### src/status_alias_pkg.sv
package status_alias_pkg;

    localparam logic [7:0] STATUS_ADDR     = 8'h00;
    localparam logic [7:0] STATUS_RESET    = 8'h00;
    localparam logic [1:0] FIFO_MODE_OFF   = 2'h0;
    localparam logic [1:0] FIFO_MODE_TRIG  = 2'h3;
    localparam logic [5:0] FIFO_CNT_EMPTY  = 6'h00;
    localparam logic [5:0] FIFO_CNT_MAX    = 6'h20;
    localparam int         AXIS_COUNT      = 3;

    // Per-axis event and read-strobe bundle, bit 0 = X, 1 = Y, 2 = Z
    typedef struct packed {
        logic z;
        logic y;
        logic x;
    } axis_type;

    // Data-ready view layout, bit 7 down to bit 0
    typedef struct packed {
        logic     all_ovw;
        axis_type ovw;
        logic     all_rdy;
        axis_type rdy;
    } ready_view_type;

    // FIFO status view layout
    typedef struct packed {
        logic       ovf;
        logic       wmrk;
        logic [5:0] cnt;
    } fifo_view_type;

endpackage

### src/axis_flag.sv
`timescale 1ns/1ns
module axis_flag
    import status_alias_pkg::*;
(
    input  wire logic i_sys_clk, // System clock
    input  wire logic i_rst,     // Async reset, active high
    input  wire logic i_acq,     // New acquisition done, pulse
    input  wire logic i_rd_msb,  // High output byte read, pulse
    output logic      o_rdy,     // Data ready flag
    output logic      o_ovw      // Overwrite flag
);

    // Set wins over clear so an acquisition during the read is not lost
    always_ff @(posedge i_sys_clk or posedge i_rst)
    begin
        if (i_rst)
            o_rdy <= 1'b0;
        else if (i_acq)
            o_rdy <= 1'b1;
        else if (i_rd_msb)
            o_rdy <= 1'b0;
    end

    always_ff @(posedge i_sys_clk or posedge i_rst)
    begin
        if (i_rst)
            o_ovw <= 1'b0;
        else if (i_acq && o_rdy && !i_rd_msb)
            o_ovw <= 1'b1;
        else if (i_rd_msb)
            o_ovw <= 1'b0;
    end

endmodule

### src/status_alias.sv
`timescale 1ns/1ns
// Behaviour
// - Mode zero shows ready view, else FIFO
// - Status sits at address zero
// - Combined overwrite set on overrun, cleared all-read
// - Axis overwrite set on overrun, cleared MSB read
// - Combined ready set any axis, cleared all-read
// - Axis ready set on acquisition, cleared MSB read
// - Ready view bit order overwrite then ready
// - FIFO view overflow, watermark, six-bit count
// - Overflow flag follows overflow condition
// - Watermark flag while count at or above mark
// - Trigger mode watermark reports trigger event
// - FIFO view read clears FIFO source bit
// - Count zero empty, up to 32 samples
// - All flags and count zero after reset
// - Pointer to zero on I2C stop only
// - FIFO source set on overflow or watermark
module status_alias
    import status_alias_pkg::*;
(
    input  wire logic       i_sys_clk,     // System clock, 100 MHz
    input  wire logic       i_rst,         // Async reset, active high
    input  wire logic [1:0] i_fifo_mode,   // FIFO operating mode
    input  wire logic [5:0] i_wmrk,        // Programmed watermark
    input  wire logic [5:0] i_fifo_cnt,    // Stored sample count
    input  wire logic       i_fifo_ovf,    // FIFO overflowed level
    input  wire logic       i_fifo_trig,   // Trigger event detected level
    input  wire logic       i_fifo_push,   // Sample entered FIFO, pulse
    input  wire axis_type   i_acq,         // Per-axis acquisition done, pulses
    input  wire axis_type   i_rd_msb,      // Per-axis high byte read, pulses
    input  wire logic       i_rd_strobe,   // Register read strobe, pulse
    input  wire logic [7:0] i_rd_addr,     // Register read address
    input  wire logic       i_i2c_mode,    // Interface is I2C
    input  wire logic       i_i2c_stop,    // I2C stop detected, pulse
    input  wire logic       i_ptr_load,    // Load pointer, pulse
    input  wire logic [7:0] i_ptr_val,     // Pointer load value
    input  wire logic       i_ptr_inc,     // Auto-increment pointer, pulse
    output logic [7:0]      o_status,      // Status register value
    output logic [7:0]      o_ptr,         // Auto-increment pointer
    output logic            o_src_fifo     // FIFO interrupt source bit
);

    axis_type       axis_rdy;
    axis_type       axis_ovw;
    axis_type       seen_msb;
    logic           all_rdy;
    logic           all_ovw;
    ready_view_type ready_view;
    fifo_view_type  fifo_view;
    logic [7:0]     next_status;
    logic           wmrk_hit;
    logic           wmrk_prev;
    logic           ovf_prev;
    logic           fifo_rd;
    logic           src_pending;
    logic           all_read;

    function automatic logic mark_reached(input logic [5:0] cnt, input logic [5:0] mark);
        mark_reached = (cnt >= mark);
    endfunction

    genvar g;
    generate
        for (g = 0; g < AXIS_COUNT; g++)
        begin : g_axis
            axis_flag u_flag
            (
                .i_sys_clk (i_sys_clk),
                .i_rst     (i_rst),
                .i_acq     (i_acq[g]),
                .i_rd_msb  (i_rd_msb[g]),
                .o_rdy     (axis_rdy[g]),
                .o_ovw     (axis_ovw[g])
            );
        end
    endgenerate

    // Combined flags clear only once every axis MSB was read since the last set
    assign all_read = &(seen_msb | i_rd_msb);

    always_ff @(posedge i_sys_clk or posedge i_rst)
    begin
        if (i_rst)
            seen_msb <= '0;
        else if (|i_acq || all_read)
            seen_msb <= '0;
        else
            seen_msb <= seen_msb | i_rd_msb;
    end

    always_ff @(posedge i_sys_clk or posedge i_rst)
    begin
        if (i_rst)
            all_rdy <= 1'b0;
        else if (|i_acq)
            all_rdy <= 1'b1;
        else if (all_read)
            all_rdy <= 1'b0;
    end

    always_ff @(posedge i_sys_clk or posedge i_rst)
    begin
        if (i_rst)
            all_ovw <= 1'b0;
        else if (|(i_acq & axis_rdy))
            all_ovw <= 1'b1;
        else if (all_read)
            all_ovw <= 1'b0;
    end

    assign wmrk_hit = (i_fifo_mode == FIFO_MODE_TRIG) ? i_fifo_trig
                    : mark_reached(i_fifo_cnt, i_wmrk);

    always_comb
    begin
        ready_view = '{all_ovw, axis_ovw, all_rdy, axis_rdy};
        fifo_view  = '{i_fifo_ovf, wmrk_hit,
                       (i_fifo_cnt > FIFO_CNT_MAX) ? FIFO_CNT_MAX : i_fifo_cnt};
        if (i_fifo_mode == FIFO_MODE_OFF)
            next_status = ready_view;
        else
            next_status = fifo_view;
    end

    always_ff @(posedge i_sys_clk or posedge i_rst)
    begin
        if (i_rst)
            o_status <= STATUS_RESET;
        else
            o_status <= next_status;
    end

    assign fifo_rd = i_rd_strobe && (i_rd_addr == STATUS_ADDR)
                     && (i_fifo_mode != FIFO_MODE_OFF);

    always_ff @(posedge i_sys_clk or posedge i_rst)
    begin
        if (i_rst)
        begin
            wmrk_prev <= 1'b0;
            ovf_prev  <= 1'b0;
        end
        else
        begin
            wmrk_prev <= wmrk_hit;
            ovf_prev  <= i_fifo_ovf;
        end
    end

    // Source still active after a clear re-arms on the next pushed sample
    always_ff @(posedge i_sys_clk or posedge i_rst)
    begin
        if (i_rst)
            src_pending <= 1'b0;
        else if (fifo_rd)
            src_pending <= 1'b1;
        else if (i_fifo_push || !(wmrk_hit || i_fifo_ovf))
            src_pending <= 1'b0;
    end

    always_ff @(posedge i_sys_clk or posedge i_rst)
    begin
        if (i_rst)
            o_src_fifo <= 1'b0;
        else if ((wmrk_hit && !wmrk_prev) || (i_fifo_ovf && !ovf_prev))
            o_src_fifo <= 1'b1;
        else if (src_pending && i_fifo_push && (wmrk_hit || i_fifo_ovf))
            o_src_fifo <= 1'b1;
        else if (fifo_rd)
            o_src_fifo <= 1'b0;
    end

    always_ff @(posedge i_sys_clk or posedge i_rst)
    begin
        if (i_rst)
            o_ptr <= STATUS_ADDR;
        else if (i_ptr_load)
            o_ptr <= i_ptr_val;
        else if (i_i2c_mode && i_i2c_stop)
            o_ptr <= STATUS_ADDR;
        else if (i_ptr_inc)
            o_ptr <= o_ptr + 8'h01;
    end

    property p_view_select;
        @(posedge i_sys_clk) disable iff (i_rst)
        (i_fifo_mode == FIFO_MODE_OFF) |=> (o_status == $past(ready_view));
    endproperty
    a_view_select: assert property (p_view_select)
        else $error("status view not ready view in mode zero");

    property p_fifo_view;
        @(posedge i_sys_clk) disable iff (i_rst)
        (i_fifo_mode != FIFO_MODE_OFF) |=> (o_status[7] == $past(i_fifo_ovf));
    endproperty
    a_fifo_view: assert property (p_fifo_view)
        else $error("overflow bit does not follow overflow");

    property p_wmrk;
        @(posedge i_sys_clk) disable iff (i_rst)
        (i_fifo_mode == 2'h1 && i_fifo_cnt >= i_wmrk) |=> o_status[6];
    endproperty
    a_wmrk: assert property (p_wmrk)
        else $error("watermark bit low at or above mark");

    property p_trig;
        @(posedge i_sys_clk) disable iff (i_rst)
        (i_fifo_mode == FIFO_MODE_TRIG) |=> (o_status[6] == $past(i_fifo_trig));
    endproperty
    a_trig: assert property (p_trig)
        else $error("trigger mode watermark bit mismatch");

    property p_axis_clr;
        @(posedge i_sys_clk) disable iff (i_rst)
        (i_rd_msb.x && !i_acq.x) |=> (!axis_rdy.x && !axis_ovw.x);
    endproperty
    a_axis_clr: assert property (p_axis_clr)
        else $error("x flags not cleared by msb read");

    property p_axis_ovw;
        @(posedge i_sys_clk) disable iff (i_rst)
        (i_acq.y && axis_rdy.y && !i_rd_msb.y) |=> axis_ovw.y ##0 all_ovw;
    endproperty
    a_axis_ovw: assert property (p_axis_ovw)
        else $error("y overwrite not set on overrun");

    property p_all_rdy;
        @(posedge i_sys_clk) disable iff (i_rst)
        (|i_acq) |=> all_rdy;
    endproperty
    a_all_rdy: assert property (p_all_rdy)
        else $error("combined ready not set");

    property p_src_clr;
        @(posedge i_sys_clk) disable iff (i_rst)
        (fifo_rd && !(wmrk_hit && !wmrk_prev) && !(i_fifo_ovf && !ovf_prev)
         && !(src_pending && i_fifo_push)) |=> !o_src_fifo;
    endproperty
    a_src_clr: assert property (p_src_clr)
        else $error("fifo source not cleared by status read");

    property p_stop;
        @(posedge i_sys_clk) disable iff (i_rst)
        (i_i2c_mode && i_i2c_stop && !i_ptr_load) |=> (o_ptr == STATUS_ADDR);
    endproperty
    a_stop: assert property (p_stop)
        else $error("pointer not reset on stop");

endmodule

### config.mk
export PLATFORM = sky130hd
export DESIGN_NAME = status_alias
export DESIGN_NICKNAME = d
export VERILOG_FILES = /design/src/status_alias_pkg.sv /design/src/axis_flag.sv /design/src/status_alias.sv
export SDC_FILE = /design/constraint.sdc
export NUM_CORES = 1
export LEC_CHECK = 0
export BUFFER_PORTS_ARGS = -buffer_cell sky130_fd_sc_hd__buf_2
export CAP_MARGIN = 5
export CORE_MARGIN = 3
export CORE_UTILIZATION = 35
export DETAILED_ROUTE_END_ITERATION = 12
export PLACE_DENSITY = 0.6
export SLEW_MARGIN = 0
export SYNTH_ARGS = -nofsm -noshare
export SYNTH_HDL_FRONTEND = slang
export SYNTH_SLANG_ARGS = --single-unit
### constraint.sdc
create_clock -name i_sys_clk -period 1.3 [get_ports i_sys_clk]
set_input_delay 0.26 -clock i_sys_clk [delete_from_list [all_inputs] [get_ports i_sys_clk]]
set_output_delay 0.26 -clock i_sys_clk [all_outputs]
set_load 0.1 [all_outputs]
==> results of run 1 <==
## final timing paths
check,from,end
max in group asynchronous,i_rst,o_ptr[2]
min in group i_sys_clk,i_fifo_ovf,ovf_prev
worst min-delay path,i_rst,o_ptr[5]
worst min register to register,g_axis[0].u_flag.o_ovw,o_status[4]
worst max-delay path,o_ptr[0],o_ptr[0]
worst max register to register,o_ptr[0],o_ptr[6]
## registers in the layout, summed over array words and instances, names as in the netlist
signal               count
wmrk_prev                1
g_axis.u_flag.o_rdy      3
o_status                 8
o_ptr                    8
ovf_prev                 1
src_pending              1
g_axis.u_flag.o_ovw      3
o_src_fifo               1
seen_msb                 3
all_rdy                  1
all_ovw                  1
## layer usage
metal	share of wire, %	wire length (um)	vias to the layer above
met4	1.4	51	0
met2	50	1850	38
met1	43	1599	678
li1	-	-	728
met5	0	0	-
met3	5.4	198	6
## worst register-to-register path, stage by stage (launching register included)
cell and delay [ns]:
dfrtp_4 0.52, ha_4 0.18, nand3_1 0.12, o21ai_0 0.09, a21oi_1 0.19
## cell usage in the layout (no fill, tap or decap), drive strengths merged, types with 2 or more instances in the layout
cell	count
a21o	4
a21oi	18
a22oi	2
buf	72
clkbuf	8
dfrtp	31
ha	7
inv	16
mux2	2
nand2	21
nand2b	6
nand3	3
nand3b	2
nand4	4
nor2	14
nor3	3
o21ai	16
o31ai	3
## cell families after synthesis
kind of cell               after synthesis  synth area share [%]
and+or+nand+nor                         58                 18.08
AOI/OAI and AO/OA                       47                 18.97
adders and majority gates                7                 5.700
buffers and inverters                   18                 4.723
DFF                                     31                 50.49
muxes                                    2                 1.466
xor gates and xnor gates                 1                0.5701
## cell type report
cell class	instances	area (um2)	share of cell area (%)
Clock buffer	8	100.1	4.228
Inverter	16	60.06	2.537
Multi-Input combinational cell	115	700.7	29.60
Sequential cell	31	803.3	33.93
Tap cell	50	62.56	2.643
Timing Repair Buffer	72	640.6	27.06
## power by group through the flow
stage	clock [mW]	combinational, mW	sequential [mW]
after floorplan	0	0.192	1.48
after global placement	0	0.904	1.16
after detailed placement	0	0.910	1.16
after CTS	0.855	0.912	1.14
after global routing	0.905	0.958	1.15
final	0.826	0.903	1.14
==> flow_summary_export.csv, run 1 <==
group,metric,value,unit
cells_and_area,area_growth,54.07,%
cells_and_area,final_util,57.53,%
detailed_routing,viasPerCell,4.966,
pwr,p_switching,0.9820,mW
placed_design,placed_cells,284,
pwr,power,2.869,mW
pwr,ir_worst_vdd,698.7,uV
global_route,gr-usage-met2,24.27,%
global_route,grt_pass1_wl,6.210,mm
timing,timing.fmax,0.7959,GHz
clock_tree,cts-buffers-inserted,5,
synth,syn_inst,164,
synth,avgSynthCellArea,9.369,um2
detailed_routing,num_vias,1450,
pwr,p_int,1.887,mW
timing,tns,0,ns
cells_and_area,final_area,0.002367,mm2
clock_tree,cts_resized,0,
worst_setup_path,path_depth,1,
synth,ys_top_cells_by_area,"dfrtp_1 (50%), ha_1 (5.7%), a21oi_1 (5.5%)",
placed_design,gp_congestion,0.8531,
outcome,outcome,"finished, final reports clean",
clock_tree,cts_sinks,31,
detailed_routing,dr.pass1.iters,4,
worst_setup_path,arrival,1.00,ns
clock_tree,postCtsSetupBuffers,0,
clock_tree,root_buffer,"clkbuf_8",
synth,synthesis.nets,217,
global_route,busiest_layer,"met2",
timing,timing.final.ws_setup,0.04350,ns
global_route,first_global_vias,1462,
worst_setup_path,crit_path_end_kind,"output pin",
placed_design,dp_hpwl,3.016,mm
detailed_routing,routed_wl,3.699,mm
worst_setup_path,r2r_setup_slack,0.09,ns
worst_setup_path,crit_path_max_fanout,5,
pwr,pwr-share-comb,31.5,%
synth,synth_edf_count,0,
global_route,overflow,0,
synth,synth_most_common_cell,"dfrtp_1",
detailed_routing,drtAntennaViolNets,0,
pwr,powerDensity,1212,mW/mm2
timing,hold_ws,0.03281,ns
clock_tree,htreeDepth,2,
clock_tree,max-clock-path-buffers,2,
timing,setup_viol,0,
cells_and_area,n_antenna_cell,0,
clock_tree,ctsHoldBuffers,0,
synth,synth_top_area_share,50.49,%
timing,hold_viol_final,0,
worst_setup_path,critPathBufInv,1,
global_route,grt_usage,15.22,%
synth,ys.flop_type,"dfrtp_1",
worst_setup_path,worstPathCellList,"buf_12",
detailed_routing,drtIter0Drc,70,
global_route,grt_max_degree,32,
die,fp.dieH,72.26,um
timing,finalMaxSlewViolations,0,
timing,layout_min_cycle_time,1.257,ns
cells_and_area,nFillCells,367,
worst_setup_path,worstRegToRegCells,4,
worst_setup_path,max_stage_delay,0.52,ns
timing,rsz0062_at_grt,"no",
timing,skew,0.005222,ns
placed_design,pre_cts_slack,-0.1466,ns
cells_and_area,drive_gt1_share,39.26,%
die,design.die.area,0.005221,mm2
cells_and_area,final_nets,294,
synth,synth_seq_cells,31,
die,core.rowCount,23,
cells_and_area,layout.cells.non_filler,292,
die,initial_core_util,37.34,%
worst_setup_path,critPathRequiredTime,1.04,ns
pwr,p_seq_share,39.7,%
die,ioPinCount,63,
global_route,met1_usage,18.78,%
global_route,antenna_found_initial,0,
detailed_routing,post_drt_wl_per_cell,12.67,um
synth,seq_area_frac_synth,50.49,%
timing,worstMarginPinSlew,0.3858,ns
worst_setup_path,critPathTopFamily,"flip-flops",
die,coreArea,0.004115,mm2
flow_run,drv_cap,0,
pwr,p_clk_share,28.8,%
synth,synth_top_area_cell,"dfrtp_1",
global_route,grtUsageMet3,6.094,%
clock_tree,clk_latency,0.29,ns
placed_design,place_area,0.002267,mm2
detailed_routing,drc,0,
pwr,p_sw_share,34.23,%
clock_tree,clkSlewWorstSetupHoldPaths,0.06,ns
synth,synth-async-reset-ratio,100.0,%
synth,synthTopCellsByCount,"dfrtp_1 (31), nand2_1 (20), a21oi_1 (17)",
synth,ys_types,31,
worst_setup_path,path_class,"reg2out",
die,die_w,72.26,um
worst_setup_path,slowest_stage,"dfrtp_4",
placed_design,io_buffers,62,
worst_hold_path,holdCritPathClass,"in2async",
synth,ys_warn_count,0,
clock_tree,cts_tree,"built",
worst_setup_path,startpoint_type,"flop",
synth,syn_area,0.001536,mm2
timing,fin_crit_sh,96.65,%
timing,maxSlewHeadroom,74.28,%
pwr,p_leak,1.146,nW
No activity file was read; power rests on OpenSTA's default activity.
==> run 2, diff against run 1 <==
--- a/config.mk
+++ b/config.mk
@@ -9,7 +9,7 @@
 export CAP_MARGIN = 5
 export CORE_MARGIN = 3
-export CORE_UTILIZATION = 35
+export CORE_UTILIZATION = 47
 export DETAILED_ROUTE_END_ITERATION = 12
-export PLACE_DENSITY = 0.6
+export PLACE_DENSITY = 0.77
 export SLEW_MARGIN = 0
 export SYNTH_ARGS = -nofsm -noshare
==> constraint.sdc (replaced) <==
create_clock -name i_sys_clk -period 1.3 [get_ports i_sys_clk]
set_input_delay 0.065 -clock i_sys_clk [delete_from_list [all_inputs] [get_ports i_sys_clk]]
set_output_delay 0.065 -clock i_sys_clk [all_outputs]
set_load 0.1 [all_outputs]
==> flow_summary_export.csv, run 2 (synthesized netlist as in run 1, its figures left out) <==
group,metric,value,unit
outcome,outcome,"finished, final reports clean",
worst_setup_path,path_class,"reg2out",
placed_design,dp_hpwl,2.659,mm
cells_and_area,final_nets,305,
worst_setup_path,critPathTopFamily,"flip-flops",
pwr,ir_worst_vdd,697.4,uV
global_route,grt_max_degree,32,
pwr,p_seq_share,45.8,%
flow_run,drv_cap,0,
detailed_routing,drtAntennaViolNets,0,
cells_and_area,top_regs,"o_ptr x8, o_status x8",
global_route,overflow,0,
worst_setup_path,crit_path_max_fanout,3,
detailed_routing,drtIter0Drc,79,
timing,layout_min_cycle_time,1.228,ns
timing,maxSlewHeadroom,67.11,%
worst_setup_path,arrival,1.16,ns
pwr,p_int,1.490,mW
die,coreArea,0.003078,mm2
pwr,p_leak,1.088,nW
global_route,grt_usage,19.91,%
timing,skew,0.005561,ns
worst_setup_path,critPathRequiredTime,1.24,ns
placed_design,io_buffers,62,
detailed_routing,dr.pass1.iters,4,
worst_setup_path,critPathBufInv,1,
cells_and_area,layout_common_cells,"buf_2 (56), dfrtp_1 (23), nand2_1 (20)",
pwr,p_switching,0.9284,mW
clock_tree,htreeDepth,2,
worst_setup_path,max_stage_delay,0.42,ns
worst_setup_path,crit_path_end_kind,"output pin",
pwr,p_clk_share,21.8,%
pwr,p_sw_share,38.38,%
clock_tree,cts_tree,"built",
detailed_routing,viasPerCell,5.010,
worst_hold_path,holdCritPathClass,"in2reg",
detailed_routing,post_drt_wl_per_cell,12.50,um
die,die_w,63.18,um
timing,timing.fmax,0.8142,GHz
clock_tree,max-clock-path-buffers,2,
global_route,antenna_found_initial,0,
placed_design,pre_cts_slack,0.05159,ns
detailed_routing,num_vias,1488,
cells_and_area,drive_gt1_share,34.78,%
timing,rsz0062_at_grt,"no",
global_route,first_global_vias,1434,
clock_tree,clk_latency,0.33,ns
global_route,grt_pass1_wl,6.182,mm
pwr,power,2.419,mW
pwr,powerDensity,1102,mW/mm2
die,ioPinCount,63,
cells_and_area,n_antenna_cell,0,
timing,worstMarginPinSlew,0.4968,ns
timing,finalMaxSlewViolations,0,
cells_and_area,layout_commonest_cell,"buf_2",
cells_and_area,nFillCells,240,
detailed_routing,drc,0,
detailed_routing,routed_wl,3.712,mm
clock_tree,cts_sinks,31,
clock_tree,cts-buffers-inserted,5,
clock_tree,postCtsSetupBuffers,0,
timing,hold_viol_final,0,
worst_setup_path,slowest_stage,"dfrtp_4",
timing,fin_crit_sh,94.48,%
clock_tree,root_buffer,"clkbuf_4",
placed_design,gp_congestion,0.8175,
worst_setup_path,worstPathCellList,"buf_2",
timing,tns,0,ns
clock_tree,clkSlewWorstSetupHoldPaths,0.09,ns
timing,setup_viol,0,
placed_design,place_area,0.001959,mm2
die,fp.dieH,63.18,um
die,initial_core_util,49.92,%
timing,timing.final.ws_setup,0.07177,ns
cells_and_area,final_area,0.002195,mm2
die,core.rowCount,20,
cells_and_area,area_growth,42.83,%
die,design.die.area,0.003991,mm2
worst_setup_path,startpoint_type,"flop",
pwr,pwr-share-comb,32.4,%
run 2: cell count changes in the layout (fill, tap and decap cells not counted), moves of 6 or more:
cell	previous run	this run
clkbuf_4	0	11
dlygate4sd3_1	0	17
buf_2	45	56
buf_12	17	0
buf_4	10	4
clkbuf_8	7	0
run 2: final cells by class:
class	count	area, um2	area share [%]
timing repair buffer	83	525.5	23.95
inverter	16	60.06	2.737
clock inverter	1	5.005	0.2281
tap	44	55.05	2.509
clock buffer	7	45.04	2.052
sequential	31	803.3	36.60
multi-input combinational	115	700.7	31.93
run 2: final timing paths:
kind | start | to | slack [ns] | cells after the start
worst min-delay path | i_fifo_cnt[3] | o_status[3] | 0.006 | 3
worst max register to register | o_ptr[1] | o_ptr[4] | 0.12 | 5
min in group asynchronous | i_rst | o_ptr[1] | 0.34 | 4
max in group asynchronous | i_rst | o_ptr[6] | 0.66 | 4
worst max-delay path | o_ptr[6] | o_ptr[6] | 0.07 | 1
worst min register to register | g_axis[0].u_flag.o_ovw | o_status[4] | 0.49 | 2
run 2: power groups by stage:
stage / clock network, mW / registers (mW) / logic [mW]
after floorplan: 0 / 1.48 / 0.192
after global placement: 0 / 1.12 / 0.730
after detailed placement: 0 / 1.13 / 0.735
after CTS: 0.541 / 1.11 / 0.773
after global routing: 0.613 / 1.12 / 0.841
final: 0.527 / 1.11 / 0.784
run 2: layer usage:
metal / global-route usage [%] / up-vias / wire, um / part of all wire, %
li1: - / 745 / - / -
met1: 23.36 / 677 / 1533 / 41
met2: 33.86 / 57 / 1863 / 50
met3: 6.061 / 9 / 262 / 7.1
met4: 8.086 / 0 / 53 / 1.4
met5: 0 / - / 0 / 0
run 2: through the flow:
step / std cells / utilization, % / hold WS [ns]
final: 297 / 71.30 / 0.005828
after global routing: 297 / 71.30 / 0.004814
after CTS: 296 / 70.49 / 0.0007851
after detailed placement: 272 / 63.66 / 0.1551
after global placement: 272 / 63.66 / 0.1542
after floorplan: 164 / - / 0.09643
run 2: what timing repair did:
item / CTS / global route
resized for setup: 0 / 6
hold buffers: 16 / 1
hold endpoints to repair: 47 / 1
setup endpoints to repair: 0 / 6
